File: src/hdl/scan_port_map.svh
/*
 * constants of the scan test port: reset values, instruction codes, widths.
 * assumes inclusion by both ends and by the bench.
 */
`ifndef SCAN_PORT_MAP_SVH
`define SCAN_PORT_MAP_SVH
`define IR_WIDTH 4
`define IR_RESET_VALUE 4'h1
`define INSTR_BYPASS 4'hf
`define INSTR_EMU_DIR 4'h2
`define INSTR_EMU_DATA 4'h3
`define DR_WIDTH 16
`define EMU_DIR_RESET 2'h0
`define TCK_HALF_DIV 8
`define FIFO_DEPTH 16
`endif

File: src/hdl/scan_port_pkg.sv
/*
 * types shared by both ends of the scan test port.
 * assumes scan_port_map.svh is on the include path.
 */
package scan_port_pkg;
    typedef enum logic [15:0] {
        TLR = 16'h0001, RTI = 16'h0002, SDS = 16'h0004, CDR = 16'h0008,
        SDR = 16'h0010, E1D = 16'h0020, PDR = 16'h0040, E2D = 16'h0080,
        UDR = 16'h0100, SIS = 16'h0200, CIR = 16'h0400, SIR = 16'h0800,
        E1I = 16'h1000, PIR = 16'h2000, E2I = 16'h4000, UIR = 16'h8000
    } tap_state_t;
    typedef enum logic [2:0] {
        H_IDLE = 3'h1, H_LOW = 3'h2, H_HIGH = 3'h4
    } host_state_t;
endpackage : scan_port_pkg

File: src/hdl/scan_port_if.sv
/*
 * wires of the scan test port between device and controller.
 * assumes the bench resolves two-way pins from the enables.
 */
interface scan_port_if;
    logic tck;
    logic tms;
    logic tdi;
    logic test_reset;
    logic tdo_o;
    logic tdo_oe;
    logic emulation_pin_zero_dev_o;
    logic emulation_pin_zero_dev_oe;
    logic emulation_pin_zero_host_o;
    logic emulation_pin_zero_host_oe;
    logic emulation_pin_zero_line;
    logic emu1_dev_o;
    logic emu1_dev_oe;
    logic emu1_host_o;
    logic emu1_host_oe;
    logic emu1_line;
    modport device (input tck, tms, tdi, test_reset, emulation_pin_zero_line, emu1_line,
        output tdo_o, tdo_oe, emulation_pin_zero_dev_o, emulation_pin_zero_dev_oe, emu1_dev_o, emu1_dev_oe);
    modport host (input tdo_o, tdo_oe, emulation_pin_zero_line, emu1_line,
        output tck, tms, tdi, test_reset, emulation_pin_zero_host_o, emulation_pin_zero_host_oe,
        emu1_host_o, emu1_host_oe);
endinterface : scan_port_if

File: src/hdl/scan_port_device.sv
/*
 * device end of the scan test port: tap controller, instruction and data
 * registers, emulation pins and the global output disable.
 * assumes the controller drives tck, tms, tdi and test reset on pins that
 * the core clock samples; tck must be well below a quarter of the core rate.
 */
`include "scan_port_map.svh"
// What this block does
// sample tms and tdi on tck rise
// shift tdo, change only on tck fall
// tdo floats unless shift states active
// tdo floats while output disable active
// test reset high gives scan control
// test reset low ignores scan signals
// emulation_pin_zero two-way interrupt, direction by scan
// emu1 two-way interrupt, direction by scan
// test reset low: emu1 is disable_n
// all outputs float on low,high,low
// disable used only for test, not sharing
// ready and interrupt float when disabled
// standard tap, reset low forces reset
module scan_port_device (
    // clock and reset
    input wire logic I_CORE_CLK,
    input wire logic I_RST,
    // link
    scan_port_if.device LINK,
    // functional side
    input wire logic I_HOST_PORT_READY,
    input wire logic I_HOST_PORT_INTERRUPT_N,
    input wire logic I_EMULATION_PIN_ZERO_EVENT,
    input wire logic I_EMU1_EVENT,
    output logic O_HOST_PORT_READY,
    output logic O_HOST_PORT_READY_OE,
    output logic O_HOST_PORT_INTERRUPT_N,
    output logic O_HOST_PORT_INTERRUPT_N_OE,
    output logic O_OUTPUTS_DISABLED,
    output logic O_EMULATION_PIN_ZERO_SEEN,
    output logic O_EMU1_SEEN,
    output logic O_SCAN_ACTIVE
);
    // three-stage pin synchronisers: bits tck, tms, tdi, trst, emulation_pin_zero, emu1
    logic [5:0] s1_reg, s2_reg, s3_reg, f_reg, f_next;
    logic [5:0] pins;
    logic tck_rise, tck_fall;
    scan_port_pkg::tap_state_t st_reg, st_next;
    logic [`IR_WIDTH-1:0] ir_sh_reg, ir_sh_next, ir_reg, ir_next;
    logic [`DR_WIDTH-1:0] dr_sh_reg, dr_sh_next;
    logic [1:0] dir_reg, dir_next, ev_reg, ev_next;
    logic tdo_reg, tdo_next, tdo_en_reg, tdo_en_next;
    logic trst, disable_active;

    always_comb begin
        pins = {LINK.emu1_line, LINK.emulation_pin_zero_line, LINK.test_reset, LINK.tdi,
            LINK.tms, LINK.tck};
        // a change counts only once stages two and three agree
        f_next = f_reg;
        for (int i = 0; i < 6; i++) begin
            if (s2_reg[i] == s3_reg[i]) f_next[i] = s3_reg[i];
        end
    end
    always_ff @(posedge I_CORE_CLK) begin
        if (I_RST) begin
            s1_reg <= '0;
            s2_reg <= '0;
            s3_reg <= '0;
            f_reg <= '0;
        end else begin
            s1_reg <= pins;
            s2_reg <= s1_reg;
            s3_reg <= s2_reg;
            f_reg <= f_next;
        end
    end

    assign trst = f_reg[3];
    assign tck_rise = trst && f_next[0] && !f_reg[0];
    assign tck_fall = trst && !f_next[0] && f_reg[0];
    // the disable input is only honoured in functional mode
    assign disable_active = !trst && f_reg[4] && !f_reg[5];

    always_comb begin
        st_next = st_reg;
        ir_sh_next = ir_sh_reg;
        ir_next = ir_reg;
        dr_sh_next = dr_sh_reg;
        dir_next = dir_reg;
        ev_next = ev_reg;
        tdo_next = tdo_reg;
        tdo_en_next = tdo_en_reg;
        if (!trst) begin
            st_next = scan_port_pkg::TLR;
            ir_next = `IR_RESET_VALUE;
            dir_next = `EMU_DIR_RESET;
            tdo_en_next = 1'b0;
        end else if (tck_rise) begin
            unique case (st_reg)
                scan_port_pkg::TLR: st_next = f_reg[1] ? scan_port_pkg::TLR : scan_port_pkg::RTI;
                scan_port_pkg::RTI: st_next = f_reg[1] ? scan_port_pkg::SDS : scan_port_pkg::RTI;
                scan_port_pkg::SDS: st_next = f_reg[1] ? scan_port_pkg::SIS : scan_port_pkg::CDR;
                scan_port_pkg::CDR: st_next = f_reg[1] ? scan_port_pkg::E1D : scan_port_pkg::SDR;
                scan_port_pkg::SDR: st_next = f_reg[1] ? scan_port_pkg::E1D : scan_port_pkg::SDR;
                scan_port_pkg::E1D: st_next = f_reg[1] ? scan_port_pkg::UDR : scan_port_pkg::PDR;
                scan_port_pkg::PDR: st_next = f_reg[1] ? scan_port_pkg::E2D : scan_port_pkg::PDR;
                scan_port_pkg::E2D: st_next = f_reg[1] ? scan_port_pkg::UDR : scan_port_pkg::SDR;
                scan_port_pkg::UDR: st_next = f_reg[1] ? scan_port_pkg::SDS : scan_port_pkg::RTI;
                scan_port_pkg::SIS: st_next = f_reg[1] ? scan_port_pkg::TLR : scan_port_pkg::CIR;
                scan_port_pkg::CIR: st_next = f_reg[1] ? scan_port_pkg::E1I : scan_port_pkg::SIR;
                scan_port_pkg::SIR: st_next = f_reg[1] ? scan_port_pkg::E1I : scan_port_pkg::SIR;
                scan_port_pkg::E1I: st_next = f_reg[1] ? scan_port_pkg::UIR : scan_port_pkg::PIR;
                scan_port_pkg::PIR: st_next = f_reg[1] ? scan_port_pkg::E2I : scan_port_pkg::PIR;
                scan_port_pkg::E2I: st_next = f_reg[1] ? scan_port_pkg::UIR : scan_port_pkg::SIR;
                scan_port_pkg::UIR: st_next = f_reg[1] ? scan_port_pkg::SDS : scan_port_pkg::RTI;
                default: st_next = scan_port_pkg::TLR;
            endcase
            unique case (st_reg)
                scan_port_pkg::TLR: ir_next = `IR_RESET_VALUE;
                scan_port_pkg::CIR: ir_sh_next = `IR_RESET_VALUE;
                scan_port_pkg::SIR: ir_sh_next = {f_reg[2], ir_sh_reg[`IR_WIDTH-1:1]};
                scan_port_pkg::UIR: ir_next = ir_sh_reg;
                scan_port_pkg::CDR: dr_sh_next = {12'h000, f_reg[5], f_reg[4], dir_reg};
                scan_port_pkg::SDR: dr_sh_next = {f_reg[2], dr_sh_reg[`DR_WIDTH-1:1]};
                scan_port_pkg::UDR: begin
                    // emulation pin direction is set only through the scan chain
                    if (ir_reg == `INSTR_EMU_DIR) dir_next = dr_sh_reg[1:0];
                end
                default: ;
            endcase
        end else if (tck_fall) begin
            // bypass is one bit long, the others shift their lsb
            tdo_next = (st_reg == scan_port_pkg::SIR) ? ir_sh_reg[0] :
                (ir_reg == `INSTR_BYPASS) ? dr_sh_reg[`DR_WIDTH-1] : dr_sh_reg[0];
            tdo_en_next = (st_reg == scan_port_pkg::SIR) ||
                (st_reg == scan_port_pkg::SDR);
        end
        // emulator events are sticky; a new one wins over the clear by update
        ev_next = ev_next | (trst ? {f_reg[5] & ~dir_reg[1], f_reg[4] & ~dir_reg[0]} : 2'h0);
        if (trst && tck_rise && st_reg == scan_port_pkg::UDR && ir_reg == `INSTR_EMU_DATA) begin
            ev_next = {f_reg[5] & ~dir_reg[1], f_reg[4] & ~dir_reg[0]};
        end
    end
    always_ff @(posedge I_CORE_CLK) begin
        if (I_RST) begin
            st_reg <= scan_port_pkg::TLR;
            ir_sh_reg <= '0;
            ir_reg <= `IR_RESET_VALUE;
            dr_sh_reg <= '0;
            dir_reg <= `EMU_DIR_RESET;
            ev_reg <= 2'h0;
            tdo_reg <= 1'b0;
            tdo_en_reg <= 1'b0;
        end else begin
            st_reg <= st_next;
            ir_sh_reg <= ir_sh_next;
            ir_reg <= ir_next;
            dr_sh_reg <= dr_sh_next;
            dir_reg <= dir_next;
            ev_reg <= ev_next;
            tdo_reg <= tdo_next;
            tdo_en_reg <= tdo_en_next;
        end
    end

    always_comb begin
        LINK.tdo_o = tdo_reg;
        LINK.tdo_oe = tdo_en_reg && trst && !disable_active;
        LINK.emulation_pin_zero_dev_o = I_EMULATION_PIN_ZERO_EVENT;
        LINK.emulation_pin_zero_dev_oe = trst && dir_reg[0];
        LINK.emu1_dev_o = I_EMU1_EVENT;
        LINK.emu1_dev_oe = trst && dir_reg[1];
        O_HOST_PORT_READY = I_HOST_PORT_READY;
        O_HOST_PORT_READY_OE = !disable_active;
        O_HOST_PORT_INTERRUPT_N = I_HOST_PORT_INTERRUPT_N;
        O_HOST_PORT_INTERRUPT_N_OE = !disable_active;
        O_OUTPUTS_DISABLED = disable_active;
        O_EMULATION_PIN_ZERO_SEEN = ev_reg[0];
        O_EMU1_SEEN = ev_reg[1];
        O_SCAN_ACTIVE = trst;
    end
endmodule : scan_port_device

File: src/flat_wrapper.sv
// flat-port wrapper written by rule: the top's interface ports become plain ports
module scan_port_device_flat 
  (I_CORE_CLK, I_RST, I_HOST_PORT_READY, I_HOST_PORT_INTERRUPT_N, I_EMULATION_PIN_ZERO_EVENT, I_EMU1_EVENT, O_HOST_PORT_READY, O_HOST_PORT_READY_OE, O_HOST_PORT_INTERRUPT_N, O_HOST_PORT_INTERRUPT_N_OE, O_OUTPUTS_DISABLED, O_EMULATION_PIN_ZERO_SEEN, O_EMU1_SEEN, O_SCAN_ACTIVE, LINK_tck, LINK_tms, LINK_tdi, LINK_test_reset, LINK_emulation_pin_zero_line, LINK_emu1_line, LINK_tdo_o, LINK_tdo_oe, LINK_emulation_pin_zero_dev_o, LINK_emulation_pin_zero_dev_oe, LINK_emu1_dev_o, LINK_emu1_dev_oe);
  scan_port_if LINK_i ();
  input wire logic I_CORE_CLK;
  input wire logic I_RST;
  input wire logic I_HOST_PORT_READY;
  input wire logic I_HOST_PORT_INTERRUPT_N;
  input wire logic I_EMULATION_PIN_ZERO_EVENT;
  input wire logic I_EMU1_EVENT;
  output logic O_HOST_PORT_READY;
  output logic O_HOST_PORT_READY_OE;
  output logic O_HOST_PORT_INTERRUPT_N;
  output logic O_HOST_PORT_INTERRUPT_N_OE;
  output logic O_OUTPUTS_DISABLED;
  output logic O_EMULATION_PIN_ZERO_SEEN;
  output logic O_EMU1_SEEN;
  output logic O_SCAN_ACTIVE;
  input wire logic [$bits(LINK_i.tck)-1:0] LINK_tck;
  input wire logic [$bits(LINK_i.tms)-1:0] LINK_tms;
  input wire logic [$bits(LINK_i.tdi)-1:0] LINK_tdi;
  input wire logic [$bits(LINK_i.test_reset)-1:0] LINK_test_reset;
  input wire logic [$bits(LINK_i.emulation_pin_zero_line)-1:0] LINK_emulation_pin_zero_line;
  input wire logic [$bits(LINK_i.emu1_line)-1:0] LINK_emu1_line;
  output wire logic [$bits(LINK_i.tdo_o)-1:0] LINK_tdo_o;
  output wire logic [$bits(LINK_i.tdo_oe)-1:0] LINK_tdo_oe;
  output wire logic [$bits(LINK_i.emulation_pin_zero_dev_o)-1:0] LINK_emulation_pin_zero_dev_o;
  output wire logic [$bits(LINK_i.emulation_pin_zero_dev_oe)-1:0] LINK_emulation_pin_zero_dev_oe;
  output wire logic [$bits(LINK_i.emu1_dev_o)-1:0] LINK_emu1_dev_o;
  output wire logic [$bits(LINK_i.emu1_dev_oe)-1:0] LINK_emu1_dev_oe;
  assign LINK_i.tck = LINK_tck;
  assign LINK_i.tms = LINK_tms;
  assign LINK_i.tdi = LINK_tdi;
  assign LINK_i.test_reset = LINK_test_reset;
  assign LINK_i.emulation_pin_zero_line = LINK_emulation_pin_zero_line;
  assign LINK_i.emu1_line = LINK_emu1_line;
  assign LINK_tdo_o = LINK_i.tdo_o;
  assign LINK_tdo_oe = LINK_i.tdo_oe;
  assign LINK_emulation_pin_zero_dev_o = LINK_i.emulation_pin_zero_dev_o;
  assign LINK_emulation_pin_zero_dev_oe = LINK_i.emulation_pin_zero_dev_oe;
  assign LINK_emu1_dev_o = LINK_i.emu1_dev_o;
  assign LINK_emu1_dev_oe = LINK_i.emu1_dev_oe;
  scan_port_device u_core (.I_CORE_CLK(I_CORE_CLK), .I_RST(I_RST), .LINK(LINK_i), .I_HOST_PORT_READY(I_HOST_PORT_READY), .I_HOST_PORT_INTERRUPT_N(I_HOST_PORT_INTERRUPT_N), .I_EMULATION_PIN_ZERO_EVENT(I_EMULATION_PIN_ZERO_EVENT), .I_EMU1_EVENT(I_EMU1_EVENT), .O_HOST_PORT_READY(O_HOST_PORT_READY), .O_HOST_PORT_READY_OE(O_HOST_PORT_READY_OE), .O_HOST_PORT_INTERRUPT_N(O_HOST_PORT_INTERRUPT_N), .O_HOST_PORT_INTERRUPT_N_OE(O_HOST_PORT_INTERRUPT_N_OE), .O_OUTPUTS_DISABLED(O_OUTPUTS_DISABLED), .O_EMULATION_PIN_ZERO_SEEN(O_EMULATION_PIN_ZERO_SEEN), .O_EMU1_SEEN(O_EMU1_SEEN), .O_SCAN_ACTIVE(O_SCAN_ACTIVE));
endmodule
File: config.mk
export PLATFORM = sky130hd
export DESIGN_NAME = scan_port_device_flat
export DESIGN_NICKNAME = d
export VERILOG_FILES = /design/src/hdl/scan_port_pkg.sv /design/src/hdl/scan_port_if.sv /design/src/hdl/scan_port_device.sv /design/src/flat_wrapper.sv
export VERILOG_INCLUDE_DIRS = /design/src /design/src/hdl
export SDC_FILE = /design/constraint.sdc
export NUM_CORES = 1
export LEC_CHECK = 0
export BUFFER_PORTS_ARGS = -buffer_cell sky130_fd_sc_hd__buf_2
export CELL_PAD_IN_SITES_DETAIL_PLACEMENT = 1
export CELL_PAD_IN_SITES_GLOBAL_PLACEMENT = 1
export CORE_MARGIN = 1
export CORE_UTILIZATION = 23
export CTS_BUF_LIST = sky130_fd_sc_hd__clkbuf_8
export CTS_CLUSTER_SIZE = 16
export DETAILED_ROUTE_END_ITERATION = 12
export PLACE_DENSITY = 0.47
export SYNTH_ARGS = -nofsm -noshare
export SYNTH_HDL_FRONTEND = slang
export SYNTH_SLANG_ARGS = --single-unit
File: constraint.sdc
create_clock -name I_CORE_CLK -period 4.7 [get_ports I_CORE_CLK]
set_clock_uncertainty 0.2 [all_clocks]
set_input_delay 0 -clock I_CORE_CLK [delete_from_list [all_inputs] [get_ports I_CORE_CLK]]
set_output_delay 0 -clock I_CORE_CLK [all_outputs]
set_load 0.01 [all_outputs]
==> impl_metrics.env <==
export IMPL_layout_filler_cells=1551
export IMPL_syn2layout_area_growth_pct=14.9
export IMPL_cp_endpoint="u_core.ir_sh_reg[0]$_SDFFE_PP0P_"
export IMPL_clkSlewWorstSetupHoldPaths_ps=80
export IMPL_gr_usage_all_layers=0.124
export IMPL_total_instance_count_after_detailed_placement=513
export IMPL_grt_antenna_before_repair=0
export IMPL_timing_max_transition_violations_final=0
export IMPL_final_cell_count_no_fill=539
export IMPL_number_of_global_route_vias_before_repair=2507
export IMPL_final_antenna_net_count=0
export IMPL_chipWidth_um=118
export IMPL_floorplan_core_area_um2=12800
export IMPL_synth_fp_nets=364
export IMPL_combinational_family_with_the_most_area_after_synthesis="simple AND/OR/NAND/NOR gates"
export IMPL_finalHoldViolCount=0
export IMPL_power_per_cell_area_nw_per_um2=308
export IMPL_drive_above_1_share=0.123
export IMPL_worst_ep_arrival_time_ps=2690
export IMPL_vias_per_cell=4.71
export IMPL_synth_adder_area_share=0
export IMPL_initial_util=0.239
export IMPL_worstSkewPairLatency_ps=360
export IMPL_synth_seq_area_share=0.457
export IMPL_reg2reg_slack_ps=2080
export IMPL_critPathSlowestCell="sky130_fd_sc_hd__nor4_1"
export IMPL_largest_stage_delay_on_the_critical_path_ps=820
export IMPL_fin_crit_ps=2620
export IMPL_crit_path_max_fo=11
export IMPL_number_of_drc_markers_in_iteration_0=140
export IMPL_synth_edff_count=0
export IMPL_vias=2539
export IMPL_rr_worst_depth=5
export IMPL_cts_inserted_buffers=9
export IMPL_routed_wl_um=8000
export IMPL_worst_slew_pin_transition_ps=1060
export IMPL_floorplan_die_height_um=118
export IMPL_design_die_area_um2=13800
export IMPL_ctsResizeCount=0
export IMPL_setup_repair_after_global_routing_missed_its_margin="false"
export IMPL_synthMuxAreaShare=0.0302
export IMPL_yosys_area_share_simple=0.303
export IMPL_std_cell_rows=41
export IMPL_io_pins=26
export IMPL_worst_hold_path_type="in2reg"
export IMPL_run_status="finished clean"
export IMPL_ys_warnings=0
export IMPL_clkSinkCount=70
export IMPL_syn_area_per_cell_um2=8.72
export IMPL_drc=0
export IMPL_syn_area_um2=3070
export IMPL_clockRootBuffer="sky130_fd_sc_hd__clkbuf_8"
export IMPL_worstReg2RegEnd="u_core.ir_sh_reg[0]$_SDFFE_PP0P_"
export IMPL_grt_overflow_total=0
export IMPL_final_min_period_over_clock_period=0.557
export IMPL_register_bit_total_from_synthesis=70
export IMPL_design_final_nets=374
export IMPL_cap_viol_max_count=0
export IMPL_asyncSetResetFlopFracSynth=0
export IMPL_place_hpwl_um=5440
export IMPL_synth_cell_types=47
export IMPL_timing_critical_path_cells="nor4_1, nand3_1, nor3_1, nor2_1, a311oi_1"
export IMPL_synthXorXnorAreaFrac=0.0257
export IMPL_synth_ff_type="sky130_fd_sc_hd__dfxtp_1"
export IMPL_pin_count_of_the_biggest_net_entering_global_routing=49
export IMPL_ir_worst_vdd_mv=0.103
export IMPL_syn_instance_count=352
export IMPL_setup_worst_path_start_class="register"
export IMPL_worst_ep_required_time_ps=4770
export IMPL_totalNegativeSetupSlack_ps=0
export IMPL_cts_path_max_buffers=2
export IMPL_critPathCaptureType="register"
export IMPL_synth_compound_area_share=0.134
export IMPL_cp_startpoint="u_core.st_reg[5]$_SDFFE_PP0N_"
export IMPL_relSlewSlack=0.291
export IMPL_criticalPathCategory="reg2reg"
export IMPL_antenna_cells_inserted=0
export IMPL_globalplace_congestion=0.743
export IMPL_place_port_buffers=17
export IMPL_postCtsSetupRepairBufs=0
export IMPL_worstReg2RegStart="u_core.st_reg[5]$_SDFFE_PP0N_"
export IMPL_timing_final_setup_violations=0
export IMPL_p_leak_nw=1.17
export IMPL_htree_levels=3
export IMPL_firstDrtPassIters=4
export IMPL_routedWlPerCell_um=14.8
export IMPL_maxClockFrequency_ghz=0.382
export IMPL_cts_tree="built"
export IMPL_grt_first_pass_wirelength_um=13400
[cells in the final DEF, fill, tap and decap left out, types with 2 or more instances in the layout]
| cell | netlist | final |
|---|---|---|
| sky130_fd_sc_hd__mux2i_1 | 7 | 7 |
| sky130_fd_sc_hd__buf_2 | 7 | 17 |
| sky130_fd_sc_hd__inv_1 | 4 | 4 |
| sky130_fd_sc_hd__nand4_1 | 6 | 6 |
| sky130_fd_sc_hd__o21ai_0 | 14 | 14 |
| sky130_fd_sc_hd__nor3_1 | 13 | 13 |
| sky130_fd_sc_hd__clkbuf_8 | 0 | 10 |
| sky130_fd_sc_hd__a22oi_1 | 16 | 16 |
| sky130_fd_sc_hd__nor4_1 | 7 | 7 |
| sky130_fd_sc_hd__nand3_1 | 8 | 8 |
| sky130_fd_sc_hd__clkinvlp_4 | 0 | 3 |
| sky130_fd_sc_hd__or4_1 | 2 | 2 |
| sky130_fd_sc_hd__and4b_1 | 3 | 3 |
| sky130_fd_sc_hd__a21oi_1 | 27 | 27 |
| sky130_fd_sc_hd__xnor2_1 | 3 | 3 |
| sky130_fd_sc_hd__and4_1 | 2 | 2 |
| sky130_fd_sc_hd__mux2_2 | 2 | 2 |
| sky130_fd_sc_hd__nor2b_1 | 21 | 21 |
| sky130_fd_sc_hd__dfxtp_1 | 70 | 70 |
| sky130_fd_sc_hd__dlygate4sd3_1 | 0 | 10 |
| sky130_fd_sc_hd__and2_1 | 4 | 4 |
| sky130_fd_sc_hd__nand2b_1 | 4 | 4 |
| sky130_fd_sc_hd__or4_4 | 3 | 3 |
| sky130_fd_sc_hd__and3_1 | 2 | 2 |
| sky130_fd_sc_hd__inv_6 | 0 | 2 |
| sky130_fd_sc_hd__a211oi_1 | 5 | 5 |
| sky130_fd_sc_hd__buf_4 | 5 | 2 |
| sky130_fd_sc_hd__xor2_1 | 6 | 6 |
| sky130_fd_sc_hd__nand4b_1 | 2 | 2 |
| sky130_fd_sc_hd__nand2_1 | 28 | 28 |
| sky130_fd_sc_hd__or3_1 | 2 | 2 |
| sky130_fd_sc_hd__nor2_1 | 41 | 41 |
| sky130_fd_sc_hd__nor4b_1 | 4 | 4 |
[power breakdown]
| group | total (mW) | internal (mW) | switching, mW |
|---|---|---|---|
| Clock | 0.462 | 0.208 | 0.254 |
| Sequential | 0.602 | 0.599 | 0.00283 |
| Combinational | 0.0214 | 0.0113 | 0.0102 |
[through the flow]
step	worst slack (ps)	hold slack, ps	total power, mW	instance area (um2)	util
CTS	2100	36.6	1.11	3530	0.275
global route	1820	86.4	1.14	3530	0.275
finish	2080	29.1	1.09	3530	0.275
global placement	2180	-200	0.630	3240	0.253
detailed placement	2130	-200	0.630	3240	0.253
floorplan	2450	-108	0.628	3070	-
[final cells by class]
type                       instances  area [um2]  area share
clock buffer                      10         138      0.0390
timing repair buffer              29         200      0.0568
inverter                           4        15.0     0.00426
clock inverter                     6        45.0      0.0128
sequential                        70        1400       0.397
multi-input combinational        248        1510       0.429
tap                              172         215      0.0610
[routing by layer]
metal | routed length, um | share of wire | global-route usage
met5 | 0 | 0 | 0
met4 | 122 | 0.015 | 0.0577
met3 | 251 | 0.031 | 0.0266
met2 | 3670 | 0.46 | 0.192
met1 | 3960 | 0.49 | 0.164
[Yosys cell counts, types with 3 or more instances]
cell type                   n  area [um2]
sky130_fd_sc_hd__a211oi_1   5        37.5
sky130_fd_sc_hd__clkbuf_1  16        60.1
sky130_fd_sc_hd__nand2_1   28         105
sky130_fd_sc_hd__nor2b_1   21         131
sky130_fd_sc_hd__xor2_1     6        52.6
sky130_fd_sc_hd__nand2b_1   4        25.0
sky130_fd_sc_hd__buf_2      7        35.0
sky130_fd_sc_hd__nor4b_1    4        35.0
sky130_fd_sc_hd__mux2i_1    7        70.1
sky130_fd_sc_hd__a22oi_1   16         120
sky130_fd_sc_hd__xnor2_1    3        26.3
sky130_fd_sc_hd__or4_4      3        33.8
sky130_fd_sc_hd__nor4_1     7        43.8
sky130_fd_sc_hd__nor3_1    13        65.1
sky130_fd_sc_hd__a21oi_1   27         135
sky130_fd_sc_hd__and4b_1    3        30.0
sky130_fd_sc_hd__nor2_1    41         154
sky130_fd_sc_hd__inv_1      4        15.0
sky130_fd_sc_hd__o21ai_0   14        70.1
sky130_fd_sc_hd__and2_1     4        25.0
sky130_fd_sc_hd__dfxtp_1   70        1400
sky130_fd_sc_hd__nand4_1    6        37.5
sky130_fd_sc_hd__nand3_1    8        40.0
sky130_fd_sc_hd__buf_4      5        37.5
[cell families (layout without fill, tap and decap cells)]
| logic type | Yosys count | in the layout |
|---|---|---|
| AO/OA/AOI/OAI | 68 | 68 |
| XOR/XNOR | 9 | 9 |
| buffers and inverters | 34 | 49 |
| flip-flops | 70 | 70 |
| multiplexers | 9 | 9 |
| AND/OR/NAND/NOR | 162 | 162 |
[worst max-delay path: cells and delay by family, from the launching register on]
family,cells,cell delay [ps]
AOI/OAI and AO/OA,1,240
and+or+nand+nor,4,1660
DFF,1,420
[what timing repair did]
| item | in CTS | in global routing |
|---|---|---|
| endpoints found under the setup margin | 0 | 0 |
| hold buffers | 10 | 0 |
| hold endpoints to repair | 10 | 0 |
[worst min-delay path by stage]
stage	from	end	slack [ps]	cells past startpoint
after floorplan	I_EMU1_EVENT	LINK_emu1_dev_o	-110	1
after global placement	I_EMU1_EVENT	LINK_emu1_dev_o	-200	0
after detailed placement	I_EMU1_EVENT	LINK_emu1_dev_o	-200	0
after CTS	I_RST	u_core.dr_sh_reg[15]$_SDFFE_PP0P_	40	2
after global routing	I_RST	u_core.dr_sh_reg[9]$_SDFFE_PP0P_	90	2
final	I_RST	u_core.dr_sh_reg[7]$_SDFFE_PP0P_	30	2
No activity file was read; power rests on OpenSTA's default activity.
